### src/fault_status_pkg.sv
// Package for the link fault status encoder: register map, field layout,
// alarm codes and timing constants.
// Assumes a 32-bit APB slave on a 100 MHz clock.
package fault_status_pkg;

  // Register byte addresses.
  localparam logic [11:0] ADDR_STATUS = 12'h000;
  localparam logic [11:0] ADDR_ALARM = 12'h004;
  localparam logic [11:0] ADDR_IRQ_STAT = 12'h008;
  localparam logic [11:0] ADDR_IRQ_MASK = 12'h00C;
  localparam logic [11:0] ADDR_CTRL = 12'h010;
  localparam logic [11:0] ADDR_SLOT = 12'h014;

  // Class byte bit positions.
  localparam int CLS_MASTER_BAD = 0;
  localparam int CLS_SLAVE_ERR = 1;
  localparam int CLS_LINK_DROP = 2;
  localparam int CLS_PARITY_A = 3;
  localparam int CLS_PARITY_B = 4;

  // Detail byte bit positions.
  localparam int DET_GROUP_LSB = 0;
  localparam int DET_GROUP_W = 5;
  localparam int DET_BAD_DATA = 5;
  localparam int DET_OTHER = 6;
  localparam int DET_WDOG_PAR = 7;

  // Alarm codes.
  localparam logic [9:0] ALM_NONE = 10'd0;
  localparam logic [9:0] ALM_LINK = 10'd950;
  localparam logic [9:0] ALM_WDOG = 10'd951;
  localparam logic [9:0] ALM_OPTION = 10'd972;
  localparam logic [9:0] ALM_FBUS = 10'd974;
  localparam logic [9:0] ALM_LOCAL = 10'd975;

  // Interrupt status bit positions.
  localparam int IRQ_LINK = 0;
  localparam int IRQ_WDOG = 1;
  localparam int IRQ_OPTION = 2;
  localparam int IRQ_FBUS = 3;
  localparam int IRQ_LOCAL = 4;
  localparam int IRQ_W = 5;

  // Link exchange period.
  localparam int CLK_MHZ = 100;
  localparam int LINK_PERIOD_NS = 2000;
  localparam int LINK_PERIOD_CYC = (LINK_PERIOD_NS * CLK_MHZ) / 1000;

  // Reset values.
  localparam logic [7:0] BYTE_RST = 8'h00;
  localparam logic [IRQ_W-1:0] MASK_RST = 5'h00;

  // Slave station fault kinds.
  typedef enum logic [1:0] {
    SLV_BAD_DATA,
    SLV_OTHER,
    SLV_WDOG,
    SLV_PARITY
  } slave_fault_t;

endpackage

### src/link_fault_encoder.sv
// Fault status encoder for the serial link master with APB registers.
// Assumes synchronous fault inputs and a single 100 MHz clock pclk.
//
// Our own choices: register access over APB and the address map.
`timescale 1ns/1ps
`default_nettype none
// Operation
// Fault shown as class byte then detail byte, both 8 bits.
// Class bit 0 set when master receives invalid link data.
// Class bit 1 set when a slave station reports an error.
// Class flags are independent and may be set together.
// With slave error, detail bits 0-4 hold slave group plus one.
// Detail bit 5 set when the slave saw invalid data.
// Detail bit 6 set for other slave errors.
// Detail bit 7 set for slave watchdog or parity error.
// Class bit 2 set when the link to a slave is dropped.
// Class bit 3 or 4 set on internal controller parity error; the code only ever sets bit 3.
// Controller watchdog fault raises alarm 951.
// Option board error raises alarm 972 with slot and board code.
// Failed backplane transfer to option board raises alarm 974.
// Failed transfer to the sequence controller also raises 974.
// Bus error inside the main processor board raises alarm 975.
// Outputs go out and inputs come back at fixed intervals.
// Status bytes reset to zero and hold until acknowledged.
module link_fault_encoder
  import fault_status_pkg::*;
#(
  parameter int PERIOD = fault_status_pkg::LINK_PERIOD_CYC,
  parameter int SLOT_W = 4
) (
  input wire logic pclk, // APB clock.
  input wire logic presetn, // Async active-low reset.
  input wire logic psel, // APB select.
  input wire logic penable, // APB enable.
  input wire logic pwrite, // APB direction.
  input wire logic [11:0] paddr, // APB byte address.
  input wire logic [31:0] pwdata, // APB write data.
  output logic [31:0] prdata, // APB read data.
  output logic pready, // APB ready.
  output logic pslverr, // APB error.
  input wire logic master_bad_data, // Master got invalid data.
  input wire logic slave_err, // A slave reported an error.
  input wire logic [4:0] slave_group, // Group of faulting slave.
  input wire fault_status_pkg::slave_fault_t slave_kind, // Slave fault kind.
  input wire logic link_drop, // Link to a slave dropped.
  input wire logic ctl_parity_err, // Controller parity error.
  input wire logic ctl_wdog_err, // Controller watchdog fault.
  input wire logic option_err, // Option board error.
  input wire logic [SLOT_W-1:0] option_slot, // Slot of that board.
  input wire logic [9:0] option_code, // Board's own alarm code.
  input wire logic fbus_opt_err, // Backplane transfer failed.
  input wire logic fbus_ctl_err, // Transfer to controller failed.
  input wire logic local_bus_err, // Bus error inside main board.
  output logic exchange_tick, // Fixed-interval exchange strobe.
  output logic [7:0] class_byte, // Class status byte.
  output logic [7:0] detail_byte, // Detail status byte.
  output logic [9:0] alarm_code, // Latched system alarm code.
  output logic [SLOT_W-1:0] alarm_slot, // Slot for alarm 972.
  output logic [9:0] alarm_sub_code, // Board code for alarm 972.
  output logic irq // Level interrupt.
);

  typedef enum logic [1:0] {
    ST_IDLE,
    ST_ALARM
  } mode_t;

  typedef struct packed {
    mode_t mode;
    logic [7:0] cls;
    logic [7:0] det;
    logic [9:0] code;
    logic [SLOT_W-1:0] slot;
    logic [9:0] sub;
    logic [IRQ_W-1:0] ista;
    logic [IRQ_W-1:0] imask;
    logic run;
    logic [31:0] rdata;
  } state_t;

  state_t st_r;
  state_t st_nxt;
  logic tick;
  logic wr_en;
  logic rd_en;
  logic [IRQ_W-1:0] ev;
  logic link_ev;

  // Returns the detail byte for one slave report.
  function automatic logic [7:0] detail_of(input logic [4:0] grp,
                                           input slave_fault_t kind);
    logic [7:0] d;
    d = 8'h00;
    d[DET_GROUP_LSB +: DET_GROUP_W] = grp + 5'h01;
    case (kind)
      SLV_BAD_DATA: d[DET_BAD_DATA] = 1'b1;
      SLV_OTHER: d[DET_OTHER] = 1'b1;
      SLV_WDOG, SLV_PARITY: d[DET_WDOG_PAR] = 1'b1;
      default: d = 8'h00;
    endcase
    return d;
  endfunction

  // Returns true when an access hits the given address.
  function automatic logic hit(input logic [11:0] a, input logic [11:0] r);
    return a == r;
  endfunction

  // Paces the periodic output and input exchanges.
  link_exchange_timer #(
    .PERIOD(PERIOD)
  ) u_timer (
    .pclk(pclk),
    .presetn(presetn),
    .run(st_r.run),
    .tick(tick)
  );

  // Bus strobes; every access completes in its first access cycle.
  assign wr_en = psel && penable && pwrite;
  assign rd_en = psel && !penable && !pwrite;
  assign pready = 1'b1;
  assign pslverr = 1'b0;

  // Link faults are only sampled on the exchange strobe.
  assign link_ev = tick && (master_bad_data || slave_err ||
                            link_drop || ctl_parity_err);

  // Event vector for the interrupt status register.
  always_comb begin
    ev = '0;
    ev[IRQ_LINK] = link_ev;
    ev[IRQ_WDOG] = ctl_wdog_err;
    ev[IRQ_OPTION] = option_err;
    ev[IRQ_FBUS] = fbus_opt_err || fbus_ctl_err;
    ev[IRQ_LOCAL] = local_bus_err;
  end

  // Next-state logic: capture, alarm priority, register writes.
  always_comb begin
    st_nxt = st_r;
    // Capture link fault bytes while no alarm is held.
    if (st_r.mode == ST_IDLE && link_ev) begin
      st_nxt.cls = 8'h00;
      st_nxt.cls[CLS_MASTER_BAD] = master_bad_data;
      st_nxt.cls[CLS_SLAVE_ERR] = slave_err;
      st_nxt.cls[CLS_LINK_DROP] = link_drop;
      st_nxt.cls[CLS_PARITY_A] = ctl_parity_err;
      st_nxt.det = slave_err ? detail_of(slave_group, slave_kind)
                             : 8'h00;
      st_nxt.code = ALM_LINK;
      st_nxt.mode = ST_ALARM;
    end
    // System alarms, most severe first; only latched when idle.
    if (st_r.mode == ST_IDLE) begin
      if (ctl_wdog_err) begin
        st_nxt.code = ALM_WDOG;
        st_nxt.mode = ST_ALARM;
      end else if (option_err) begin
        st_nxt.code = ALM_OPTION;
        st_nxt.slot = option_slot;
        st_nxt.sub = option_code;
        st_nxt.mode = ST_ALARM;
      end else if (fbus_opt_err || fbus_ctl_err) begin
        st_nxt.code = ALM_FBUS;
        st_nxt.mode = ST_ALARM;
      end else if (local_bus_err) begin
        st_nxt.code = ALM_LOCAL;
        st_nxt.mode = ST_ALARM;
      end
    end
    // Register writes.
    if (wr_en) begin
      if (hit(paddr, ADDR_STATUS) && st_r.mode == ST_ALARM && pwdata[0]) begin
        // Acknowledge releases the held alarm.
        st_nxt.cls = BYTE_RST;
        st_nxt.det = BYTE_RST;
        st_nxt.code = ALM_NONE;
        st_nxt.slot = '0;
        st_nxt.sub = '0;
        st_nxt.mode = ST_IDLE;
      end
      if (hit(paddr, ADDR_IRQ_STAT)) begin
        st_nxt.ista = st_r.ista & ~pwdata[IRQ_W-1:0];
      end
      if (hit(paddr, ADDR_IRQ_MASK)) begin
        st_nxt.imask = pwdata[IRQ_W-1:0];
      end
      if (hit(paddr, ADDR_CTRL)) begin
        st_nxt.run = pwdata[0];
      end
    end
    // New events win over a simultaneous clear.
    st_nxt.ista = st_nxt.ista | ev;
    // Read data is captured in the setup cycle.
    if (rd_en) begin
      st_nxt.rdata = 32'h0000_0000;
      case (paddr)
        ADDR_STATUS: st_nxt.rdata = {16'h0000, st_r.cls, st_r.det};
        ADDR_ALARM: st_nxt.rdata = {21'h0, st_r.mode == ST_ALARM,
                                    st_r.code};
        ADDR_IRQ_STAT: st_nxt.rdata = 32'(st_r.ista);
        ADDR_IRQ_MASK: st_nxt.rdata = 32'(st_r.imask);
        ADDR_CTRL: st_nxt.rdata = {31'h0, st_r.run};
        ADDR_SLOT: st_nxt.rdata = {12'h000, st_r.sub, 6'h00,
                                   4'(st_r.slot)};
        default: st_nxt.rdata = 32'h0000_0000;
      endcase
    end
  end

  // State register.
  always_ff @(posedge pclk or negedge presetn) begin
    if (!presetn) begin
      st_r <= '{mode: ST_IDLE, cls: BYTE_RST, det: BYTE_RST,
                code: ALM_NONE, slot: '0, sub: '0, ista: '0,
                imask: MASK_RST, run: 1'b1, rdata: 32'h0000_0000};
    end else begin
      st_r <= st_nxt;
    end
  end

  // Outputs come from the state register; irq gates status with the mask, exchange_tick comes from the timer.
  assign prdata = st_r.rdata;
  assign class_byte = st_r.cls;
  assign detail_byte = st_r.det;
  assign alarm_code = st_r.code;
  assign alarm_slot = st_r.slot;
  assign alarm_sub_code = st_r.sub;
  assign exchange_tick = tick;
  assign irq = |(st_r.ista & st_r.imask);

endmodule
`default_nettype wire

### src/link_exchange_timer.sv
// Fixed-interval strobe that paces the output and input exchanges.
// Assumes one clock domain; strobe is one cycle wide.
`timescale 1ns/1ps
`default_nettype none
module link_exchange_timer #(
  parameter int PERIOD = 200
) (
  input wire logic pclk, // System clock.
  input wire logic presetn, // Asynchronous active-low reset.
  input wire logic run, // Counting enabled.
  output logic tick // One-cycle strobe each period.
);

  logic [15:0] cnt_r;

  // Counts down the period and strobes at zero.
  always_ff @(posedge pclk or negedge presetn) begin
    if (!presetn) begin
      cnt_r <= 16'h0000;
      tick <= 1'b0;
    end else if (!run) begin
      cnt_r <= 16'h0000;
      tick <= 1'b0;
    end else if (cnt_r == 16'h0000) begin
      cnt_r <= 16'(PERIOD - 1);
      tick <= 1'b1;
    end else begin
      cnt_r <= cnt_r - 16'h0001;
      tick <= 1'b0;
    end
  end

endmodule
`default_nettype wire

### config.mk
export PLATFORM = sky130hd
export DESIGN_NAME = link_fault_encoder
export DESIGN_NICKNAME = d
export VERILOG_FILES = /design/src/fault_status_pkg.sv /design/src/link_fault_encoder.sv /design/src/link_exchange_timer.sv
export SDC_FILE = /design/constraint.sdc
export NUM_CORES = 1
export LEC_CHECK = 0
export BUFFER_PORTS_ARGS = -buffer_cell sky130_fd_sc_hd__buf_2
export CAP_MARGIN = 20
export CORE_ASPECT_RATIO = 0.7
export CORE_MARGIN = 4
export CORE_UTILIZATION = 45
export CTS_BUF_LIST = sky130_fd_sc_hd__clkbuf_8
export DETAILED_ROUTE_END_ITERATION = 12
export GPL_ROUTABILITY_DRIVEN = 0
export PLACE_DENSITY_LB_ADDON = 0.12
export SYNTH_ARGS = -nofsm -noshare
export SYNTH_HDL_FRONTEND = slang
export SYNTH_SLANG_ARGS = --single-unit
### constraint.sdc
create_clock -name pclk -period 4 [get_ports pclk]
set_input_delay 0.2 -clock pclk [delete_from_list [all_inputs] [get_ports pclk]]
set_output_delay 0.2 -clock pclk [all_outputs]
set_load 0.02 [all_outputs]
== Yosys cells after proc, flatten, opt, wreduce, memory -nomap -nowiden ==
Index checks and enable logic that the tools add are counted.

* Register bits: 102
* Bits of input ports: 79
* Output and inout port bits: 76
* Word-level logic and storage cells: 76

* $add $sub $neg: 2
* Equal/unequal tests: 9
* Mux-type cells: 27
* Bitwise operators: 4
* Reductions and logical operators: 22

{| class="wikitable"
|+ Operators with widths
! operator !! number
|-
| 20-bit case mux with 6 select lines || 1
|-
| 53-bit two-way mux || 1
|-
| 42-bit two-way mux || 1
|-
| 10-bit two-way mux || 4
|-
| 16-bit two-way mux || 2
|-
| 14-bit two-way mux || 2
|-
| 28-bit two-way mux || 1
|-
| 12-bit by 4-bit == test with 1-bit output (second input constant) || 2
|-
| 12-bit by 5-bit == test with 1-bit output (second input constant) || 2
|-
| 24-bit two-way mux || 1
|-
| 16-bit logical NOT || 1
|-
| 16-bit by 1-bit subtractor with 16-bit output (second input constant) || 1
|-
| 12-bit by 3-bit == test with 1-bit output (second input constant) || 1
|-
| 12-bit logical NOT || 1
|-
| 5-bit bitwise AND || 2
|-
| 2-bit two-way mux || 5
|-
| 5-bit two-way mux || 2
|-
| 1-bit logical AND || 8
|-
| 8-bit two-way mux || 1
|-
| 1-bit two-way mux || 6
|-
| 5-bit by 1-bit adder with 5-bit output (second input constant) || 1
|-
| 5-bit inverter || 1
|-
| 5-bit OR || 1
|-
| 5-bit OR reduction || 1
|-
| other kinds (7) || 15
|}

== Longest topological paths before layout ==
Gate-level depths: netlist of the first run.

* Depth in word-level cells: 14
* Gate-level depth with buffers: 7
* Depth with buffers taken out: 6

== By module ==
A second synthesis of the first run with hierarchy kept.

* Cell total of the unflattened synthesis: 481
* Area, all modules: 4827.1 um^2

{| class="wikitable"
|+ By module, submodules not included
! module !! instances !! cells each !! area an instance (um^2) !! seq. area each (um^2)
|-
| link_fault_encoder || 1 || 402 || 3987.6 || 1828.0
|-
| link_exchange_timer || 1 || 79 || 839.6 || 425.4
|}

== Least setup slack after synthesis of the first run ==
No wires, ideal clock.

* Path kind: register -> register
* Start point: reg u_timer.tick
* End point: reg st_r, in the netlist detail_byte[5]
* Library setup time: 77 ps
* Arrival time: 1827 ps
* Data required time: 3923 ps
* Slack: 2096 ps
* Stages on the path, launching flop included: 6
* Path buffers: 1
* Clock period less this slack: 1904 ps
* Path through: dfrtp_1 clkbuf_1 o41a_1 nand2_1 or4b_2 a21oi_1

{| class="wikitable"
|+ RTL lines
! item !! RTL line !! source
|-
| start: declaration || link_exchange_timer.sv:11 || <nowiki>output logic tick</nowiki>
|-
| start signal: assignment || link_exchange_timer.sv:20 || <nowiki>tick <= 1'b0;</nowiki>
|-
| start signal: assignment || link_exchange_timer.sv:23 || <nowiki>tick <= 1'b0;</nowiki>
|-
| start signal: assignment || link_exchange_timer.sv:26 || <nowiki>tick <= 1'b1;</nowiki>
|-
| end signal: assignment || link_fault_encoder.sv:215 || <nowiki>st_r <= '{mode: ST_IDLE, cls: BYTE_RST, det: BYTE_RST,</nowiki>
|-
| end signal: assignment || link_fault_encoder.sv:219 || <nowiki>st_r <= st_nxt;</nowiki>
|-
| end: declaration || link_fault_encoder.sv:81 || <nowiki>state_t st_r;</nowiki>
|}

==> results of run 1 <==
[stage by stage]
step | instances | cell area, sq um | worst slack [ps]
CTS | 669 | 5160 | 1750
global route | 669 | 5160 | 1580
detailed placement | 654 | 4990 | 1370
global placement | 654 | 4990 | 1380
floorplan | 496 | 4880 | 2100
finish | 669 | 5160 | 1730
[cell families after synthesis]
| family | after synthesis | synth area share |
|---|---|---|
| flip-flops | 90 | 0.466 |
| AO/OA/AOI/OAI | 76 | 0.0975 |
| AND/OR/NAND/NOR | 172 | 0.184 |
| XOR/XNOR | 12 | 0.0217 |
| other | 2 | 0.00155 |
| multiplexers | 33 | 0.0778 |
| buffers and inverters | 96 | 0.144 |
| adder cells (fa/ha/maj) | 3 | 0.00776 |
[sequential cells by signal, summed over array words and instances (netlist names)]
| name | cells |
|---|---|
| alarm_code | 10 |
| alarm_slot | 4 |
| alarm_sub_code | 10 |
| class_byte | 8 |
| detail_byte | 8 |
| prdata | 20 |
| st_r | 13 |
| u_timer.cnt_r | 16 |
| u_timer.tick | 1 |
[synthesized netlist by cell type (4+ instances only)]
| cell | count |
|---|---|
| sky130_fd_sc_hd__dfrtp_1 | 89 |
| sky130_fd_sc_hd__buf_4 | 75 |
| sky130_fd_sc_hd__nor2_1 | 48 |
| sky130_fd_sc_hd__nand2_1 | 41 |
| sky130_fd_sc_hd__a21oi_1 | 26 |
| sky130_fd_sc_hd__mux2i_1 | 23 |
| sky130_fd_sc_hd__nand3_1 | 21 |
| sky130_fd_sc_hd__o21ai_0 | 17 |
| sky130_fd_sc_hd__clkbuf_1 | 10 |
| sky130_fd_sc_hd__nor3_1 | 10 |
| sky130_fd_sc_hd__xor2_1 | 8 |
| sky130_fd_sc_hd__mux2_2 | 7 |
| sky130_fd_sc_hd__nand4_1 | 7 |
| sky130_fd_sc_hd__a21o_1 | 6 |
| sky130_fd_sc_hd__a22oi_1 | 6 |
| sky130_fd_sc_hd__a32oi_1 | 6 |
| sky130_fd_sc_hd__and3_1 | 6 |
| sky130_fd_sc_hd__nand3b_1 | 6 |
| sky130_fd_sc_hd__or3_1 | 5 |
| sky130_fd_sc_hd__buf_6 | 4 |
| sky130_fd_sc_hd__o31ai_1 | 4 |
| sky130_fd_sc_hd__xnor2_1 | 4 |
[power groups by stage]
stage / clock network (mW) / registers, mW / logic (mW)
after CTS: 0.556 / 0.973 / 0.225
after detailed placement: 0 / 0.990 / 0.224
after floorplan: 0 / 0.979 / 0.184
after global routing: 0.593 / 0.979 / 0.247
final: 0.537 / 0.973 / 0.223
after global placement: 0 / 0.990 / 0.221
[path summary, 6_finish.rpt]
kind | endpoint | slack (ps) | cells past startpoint | start
hold reg to reg | prdata[17]$_DFFE_PN0P_ | 480 | 2 | prdata[17]$_DFFE_PN0P_
setup / recovery | detail_byte[5]$_DFF_PN0_ | 1730 | 4 | u_timer.tick$_DFF_PN0_
setup reg to reg | detail_byte[5]$_DFF_PN0_ | 1730 | 4 | u_timer.tick$_DFF_PN0_
min in group asynchronous | u_timer.cnt_r[12]$_DFF_PN0_ | 440 | 2 | presetn
max in group asynchronous | alarm_sub_code[3]$_DFF_PN0_ | 2630 | 3 | presetn
hold / removal | st_r[41]$_DFF_PN0_ | 80 | 2 | fbus_opt_err
[layer usage]
metal | track usage | vias to the layer above | routed length (microns)
met5 | 0 | - | 0
met4 | 0.0463 | 0 | 112
met3 | 0.0538 | 11 | 970
met2 | 0.278 | 135 | 5010
met1 | 0.294 | 1777 | 5930
li1 | - | 1714 | -
[layout make-up]
type                    instances  share of cell area
repair buffers                120               0.121
multi-input cells             310               0.377
well taps                     132              0.0320
clock inverters                 4             0.00413
flip-flops and latches         90               0.437
inverters                       3             0.00218
clock buffers                  10              0.0267
==> run summary, run 1 <==
Run status: completed
Fillers: 989
Number of violations reported at the end of detailed-routing iteration 0: 241
Worst vdd rail ir drop: 0.197 mV
Type of element launching the critical path: flip-flop
DR vias/cell: 5.44
Psw: 482 uW
Area Overhead vs Synth: 6.57%
Synthesized flop and latch total: 90
Maximum count of clock buffers along a single path: 2
Critical path buffers and inverters: 0
Initial standard-cell utilization of the core: 0.464
Synthesized area: 4840 sq um
Share of synthesized flip-flops with an asynchronous set or reset: 1.00
Post-Syn Instances: 484
Remaining global-route overflow: 0
Reported max-cap violation count: 0
Area occupied by multi-input gates: 1940 sq um
Clock Root Buffer: sky130_fd_sc_hd__clkbuf_8
CP cell instances: o41a_1 -> nand2_1 -> or4b_2 -> a21oi_1
Die boundary height: 94.8 microns
Worst slew slack as a fraction of its limit: 0.345
Cell accounting for the most synthesized area: sky130_fd_sc_hd__dfrtp_1
NumNets Final: 616
Most frequent cells in the layout: sky130_fd_sc_hd__buf_2 (112), sky130_fd_sc_hd__dfrtp_1 (89), sky130_fd_sc_hd__nor2_1 (48)
Yosys warning count: 0
Clock latency on the worst-skew pair: 360 ps
Type of the setup path with the least slack: flip-flop to flip-flop
Fraction of layout cells with a size suffix above 1: 0.281
Share of total power in sequential cells: 0.562
TritonCTS clock tree: yes
Slowest cell on crit path: sky130_fd_sc_hd__or4b_2
Leakage: 2.68 nW
Remaining number of nets flagged by the antenna check after routing: 0
Total Power Consumption: 1.73 mW
Wirelength per Cell: 18.0 microns
Clk pwr share: 0.310
Number of different library cells in the post-synthesis netlist: 56
Leading register cell type out of synthesis: sky130_fd_sc_hd__dfrtp_1
Number of design rule violations left after detail routing: 0
Share of the cycle needed by the critical path after routing: 0.568
CP max FO: 19
Seq. cell area: 2250 sq um
Input/output buffers: 113
Pre-Repair DR Iteration Count: 4
Top area cells in the synthesized netlist: sky130_fd_sc_hd__dfrtp_1 (46%), sky130_fd_sc_hd__buf_4 (12%), sky130_fd_sc_hd__mux2i_1 (4.8%)
Count of pins on the block boundary: 155
Die span in x: 132 microns
Number of enable-type register cells in the synthesized netlist: 0
Post-Route WL: 12.0 mm
Number of vias in the routed layout: 3637
Most common cell after layout, fill and taps aside: sky130_fd_sc_hd__buf_2
CTS buffer count: 9
Antenna violations before repair: 0
Combinational Power Share: 0.129
Standard-cell row count: 31
Worst hold slack: 77.4 ps
Number of hold violations in the final report: 0
Full die area: 12500 sq um
Detailed-placement wirelength estimate: 8.87 mm
Cell family contributing the most delay on the critical path: simple AND/OR/NAND/NOR gates
Worst slew pin tran: 975 ps
Number of setup buffers added after CTS: 0
Share of total power consumed by net switching: 0.278
Clock tree sinks: 90
Maximum number of pins on one net before global-route repair: 56
Crit-path max cell delay: 740 ps
Via count of the first global-routing pass: 3535
Clock slew at the register clock pins of the worst setup and hold paths: 80 ps
Global routing usage summed across all routing layers: 0.195
Kind of capture point of the worst setup path: flip-flop
Clk_skew: 6.32 ps
Setup repair after global routing missed its margin: no
Mean area per synthesized cell: 10.0 sq um
Post-synth top area share: 0.460
Maximum level of the CTS H-tree: 3
Setup Total Neg Slack: 0 ps
Hold buffers post-CTS: 1
Cell-internal power: 1.25 mW
Post-CTS sizing: 0
Critical Path RT: 4280 ps
Power per Cell Area: 336 nW/um^2
Final count of negative-setup-slack endpoints: 0
Number of pins exceeding their max-slew limit in the final report: 0
Minimum period implied by the final worst setup slack: 2270 ps
Worst min-delay path category: input pin to flip-flop
Area of the core: 10400 sq um
Worst Path Arrival: 2550 ps
Max Clk Rate: 440 MHz
Post-layout util: 0.494
Wire length of the first global-routing pass: 19.1 mm
Sequential element share of the synthesized area: 0.466
Antenna cells: 0
Power figures use the tool's default switching activity.
==> run 2, diff against run 1 <==
==> constraint.sdc (replaced) <==
create_clock -name pclk -period 2.15 [get_ports pclk]
set_input_delay 0.1075 -clock pclk [delete_from_list [all_inputs] [get_ports pclk]]
set_output_delay 0.1075 -clock pclk [all_outputs]
set_load 0.02 [all_outputs]
==> run summary, run 2 (same netlist as run 1, synthesis figures left out) <==
Run status: completed (unchanged)
Number of hold violations in the final report: 0 (unchanged)
Remaining global-route overflow: 0 (unchanged)
Crit-path max cell delay: 590 ps (was 740 ps)
Type of element launching the critical path: input pin (was flip-flop)
Kind of capture point of the worst setup path: flip-flop (unchanged)
Most frequent cells in the layout: sky130_fd_sc_hd__buf_2 (112), sky130_fd_sc_hd__dfrtp_1 (89), sky130_fd_sc_hd__nor2_1 (48) (unchanged)
Number of violations reported at the end of detailed-routing iteration 0: 325 (was 241)
Minimum period implied by the final worst setup slack: 2040 ps
Share of total power consumed by net switching: 0.277 (was 0.278)
Post-route standard cell area excluding fillers: 5550 sq um (was 5160 sq um)
Number of setup buffers added after CTS: 0 (unchanged)
Max Clk Rate: 490 MHz
Share of total power in sequential cells: 0.525 (was 0.562)
Reported max-cap violation count: 0 (unchanged)
Worst min-delay path category: input pin to flip-flop (unchanged)
Number of design rule violations left after detail routing: 0 (unchanged)
CP cell instances: buf_2 -> or4_1 -> nor4_4 -> buf_4 -> nand3_1 -> a211o_1 -> dlygate4sd3_1 (was o41a_1 -> nand2_1 -> or4b_2 -> a21oi_1)
Input/output buffers: 113 (unchanged)
Clock latency on the worst-skew pair: 370 ps (was 360 ps)
Slowest cell on crit path: sky130_fd_sc_hd__or4_1 (was sky130_fd_sc_hd__or4b_2)
CTS buffer count: 9 (unchanged)
Combinational Power Share: 0.131 (was 0.129)
Clk_skew: 9.27 ps (was 6.32 ps)
Hold Path Sink: class_byte[2]$_DFF_PN0_ (was st_r[41]$_DFF_PN0_)
Area Overhead vs Synth: 14.6% (was 6.57%)
Placement-stage worst setup slack: 181 ps (was 1370 ps)
Fillers: 946 (was 989)
DR vias/cell: 5.30 (was 5.44)
Die boundary height: 94.8 microns (unchanged)
Fraction of layout cells with a size suffix above 1: 0.289 (was 0.281)
Total Power Consumption: 3.45 mW (was 1.73 mW)
Detailed-placement wirelength estimate: 9.08 mm (was 8.87 mm)
Count of pins on the block boundary: 155 (unchanged)
Die span in x: 132 microns (unchanged)
Seq. cell area: 2250 sq um (unchanged)
Non-filler cells, final: 706 (was 669)
Full die area: 12500 sq um (unchanged)
Maximum count of clock buffers along a single path: 2 (unchanged)
Reg2Reg Setup Slack: 230 ps (was 1730 ps)
Most common cell after layout, fill and taps aside: sky130_fd_sc_hd__buf_2 (unchanged)
Final Worst Setup Slack: 109 ps (was 1730 ps)
Via count of the first global-routing pass: 3494 (was 3535)
Number of cells traversed by the worst register-to-register path: 6 (was 4)
Worst vdd rail ir drop: 0.398 mV (was 0.197 mV)
Wirelength per Cell: 17.3 microns (was 18.0 microns)
Setup Total Neg Slack: 0 ps (unchanged)
CP max FO: 12 (was 19)
Hold Path Origin: link_drop (was fbus_opt_err)
Final count of negative-setup-slack endpoints: 0 (unchanged)
Clk pwr share: 0.344 (was 0.310)
Share of the cycle needed by the critical path after routing: 0.949
Number of stages on the worst hold path: 3 (was 2)
Wire length of the first global-routing pass: 19.2 mm (was 19.1 mm)
Leakage: 2.85 nW (was 2.68 nW)
Number of vias in the routed layout: 3744 (was 3637)
Initial standard-cell utilization of the core: 0.464 (unchanged)
Destination of the worst register-to-register timing path: u_timer.cnt_r[3]$_DFF_PN0_ (was detail_byte[5]$_DFF_PN0_)
Critical path buffers and inverters: 3 (was 0)
Power per Cell Area: 622 nW/um^2 (was 336 nW/um^2)
Cell family contributing the most delay on the critical path: simple AND/OR/NAND/NOR gates (unchanged)
DP Area: 5100 sq um (was 4990 sq um)
Clock slew at the register clock pins of the worst setup and hold paths: 90 ps (was 80 ps)
Remaining number of nets flagged by the antenna check after routing: 0 (unchanged)
Pre-Repair DR Iteration Count: 5 (was 4)
Type of the setup path with the least slack: input pin to flip-flop (was flip-flop to flip-flop)
Startpoint of the worst-slack reg-to-reg timing path: u_timer.cnt_r[0]$_DFF_PN0_ (was u_timer.tick$_DFF_PN0_)
Number of pins exceeding their max-slew limit in the final report: 0 (unchanged)
Number of flip-flops under the largest register name: 20 (unchanged)
Antenna cells: 0 (unchanged)
Worst slew slack as a fraction of its limit: 0.591 (was 0.345)
Critical Path RT: 2410 ps (was 4280 ps)
Worst Path Arrival: 2300 ps (was 2550 ps)
Maximum number of pins on one net before global-route repair: 47 (was 56)
Post-Route WL: 12.2 mm (was 12.0 mm)
TritonCTS clock tree: yes (unchanged)
Clock Root Buffer: sky130_fd_sc_hd__clkbuf_8 (unchanged)
Worst slew pin tran: 614 ps (was 975 ps)
Clock tree sinks: 90 (unchanged)
Area occupied by multi-input gates: 1940 sq um (unchanged)
Standard-cell row count: 31 (unchanged)
NumNets Final: 651 (was 616)
Psw: 956 uW (was 482 uW)
Maximum level of the CTS H-tree: 3 (unchanged)
Antenna violations before repair: 0 (unchanged)
Global routing usage summed across all routing layers: 0.198 (was 0.195)
Area of the core: 10400 sq um (unchanged)
Cell-internal power: 2.50 mW (was 1.25 mW)
Setup repair after global routing missed its margin: no (unchanged)
Count of placed standard cells including taps: 666 (was 654)
[run 2: cell types whose count changed in the layout (fill, tap and decap cells not counted)]
cell	previous run	this run
sky130_fd_sc_hd__inv_1	4	3
sky130_fd_sc_hd__buf_12	0	2
sky130_fd_sc_hd__clkinv_2	2	1
sky130_fd_sc_hd__bufinv_16	0	1
sky130_fd_sc_hd__clkinvlp_4	1	3
sky130_fd_sc_hd__dlygate4sd3_1	1	24
sky130_fd_sc_hd__buf_4	7	17
sky130_fd_sc_hd__clkinv_4	0	1
[run 2: worst min-delay path, cell delays in order]
cell and delay [ps]:
sky130_fd_sc_hd__buf_2 130, sky130_fd_sc_hd__nand3_1 70, sky130_fd_sc_hd__a21oi_1 50
[run 2: how the worst max path moves through the flow]
stage,to,from,depth (start not counted)
floorplan,detail_byte[5]$_DFF_PN0_,u_timer.tick$_DFF_PN0_,5
global placement,st_r[34]$_DFFE_PN0P_,paddr[4],5
detailed placement,st_r[37]$_DFFE_PN0P_,paddr[4],5
CTS,st_r[41]$_DFF_PN0_,paddr[4],7
global route,st_r[41]$_DFF_PN0_,paddr[4],7
finish,st_r[41]$_DFF_PN0_,paddr[4],7
[run 2: metrics by stage]
stage	utilization	hold slack, ps
after floorplan	-	-188
after global placement	0.489	175
after detailed placement	0.489	170
after CTS	0.531	0.236
after global routing	0.532	22.2
final	0.532	23.6
[run 2: power by group through the flow]
stage	registers (mW)	logic, mW	clock network, mW
2_1_floorplan	1.82	0.342	0
3_3_place_gp	1.84	0.419	0
3_5_place_dp	1.84	0.424	0
4_1_cts	1.81	0.455	1.23
5_1_grt	1.82	0.495	1.30
6_report	1.81	0.452	1.19
[run 2: cell type report]
cell class / instances / share of cell area
inverter: 3 / 0.00203
multi-input combinational: 310 / 0.351
clock buffer: 10 / 0.0248
sequential: 90 / 0.406
clock inverter: 6 / 0.0120
timing repair buffer: 155 / 0.175
tap: 132 / 0.0298
[run 2: repair_timing]
action / 4_1_cts / 5_1_grt
resized for setup: 0 / 0
setup endpoints to repair: 0 / 0
hold buffers: 23 / 1
endpoints found under the hold margin: 65 / 1
[run 2: per-layer routing]
layer | vias to the layer above | routed length [microns] | GRT usage | part of all wire
li1 | 1787 | - | - | -
met1 | 1823 | 6330 | 0.311 | 0.52
met2 | 124 | 5020 | 0.264 | 0.41
met3 | 10 | 776 | 0.0554 | 0.063
met4 | 0 | 113 | 0.0524 | 0.0092
met5 | - | 0 | 0 | 0
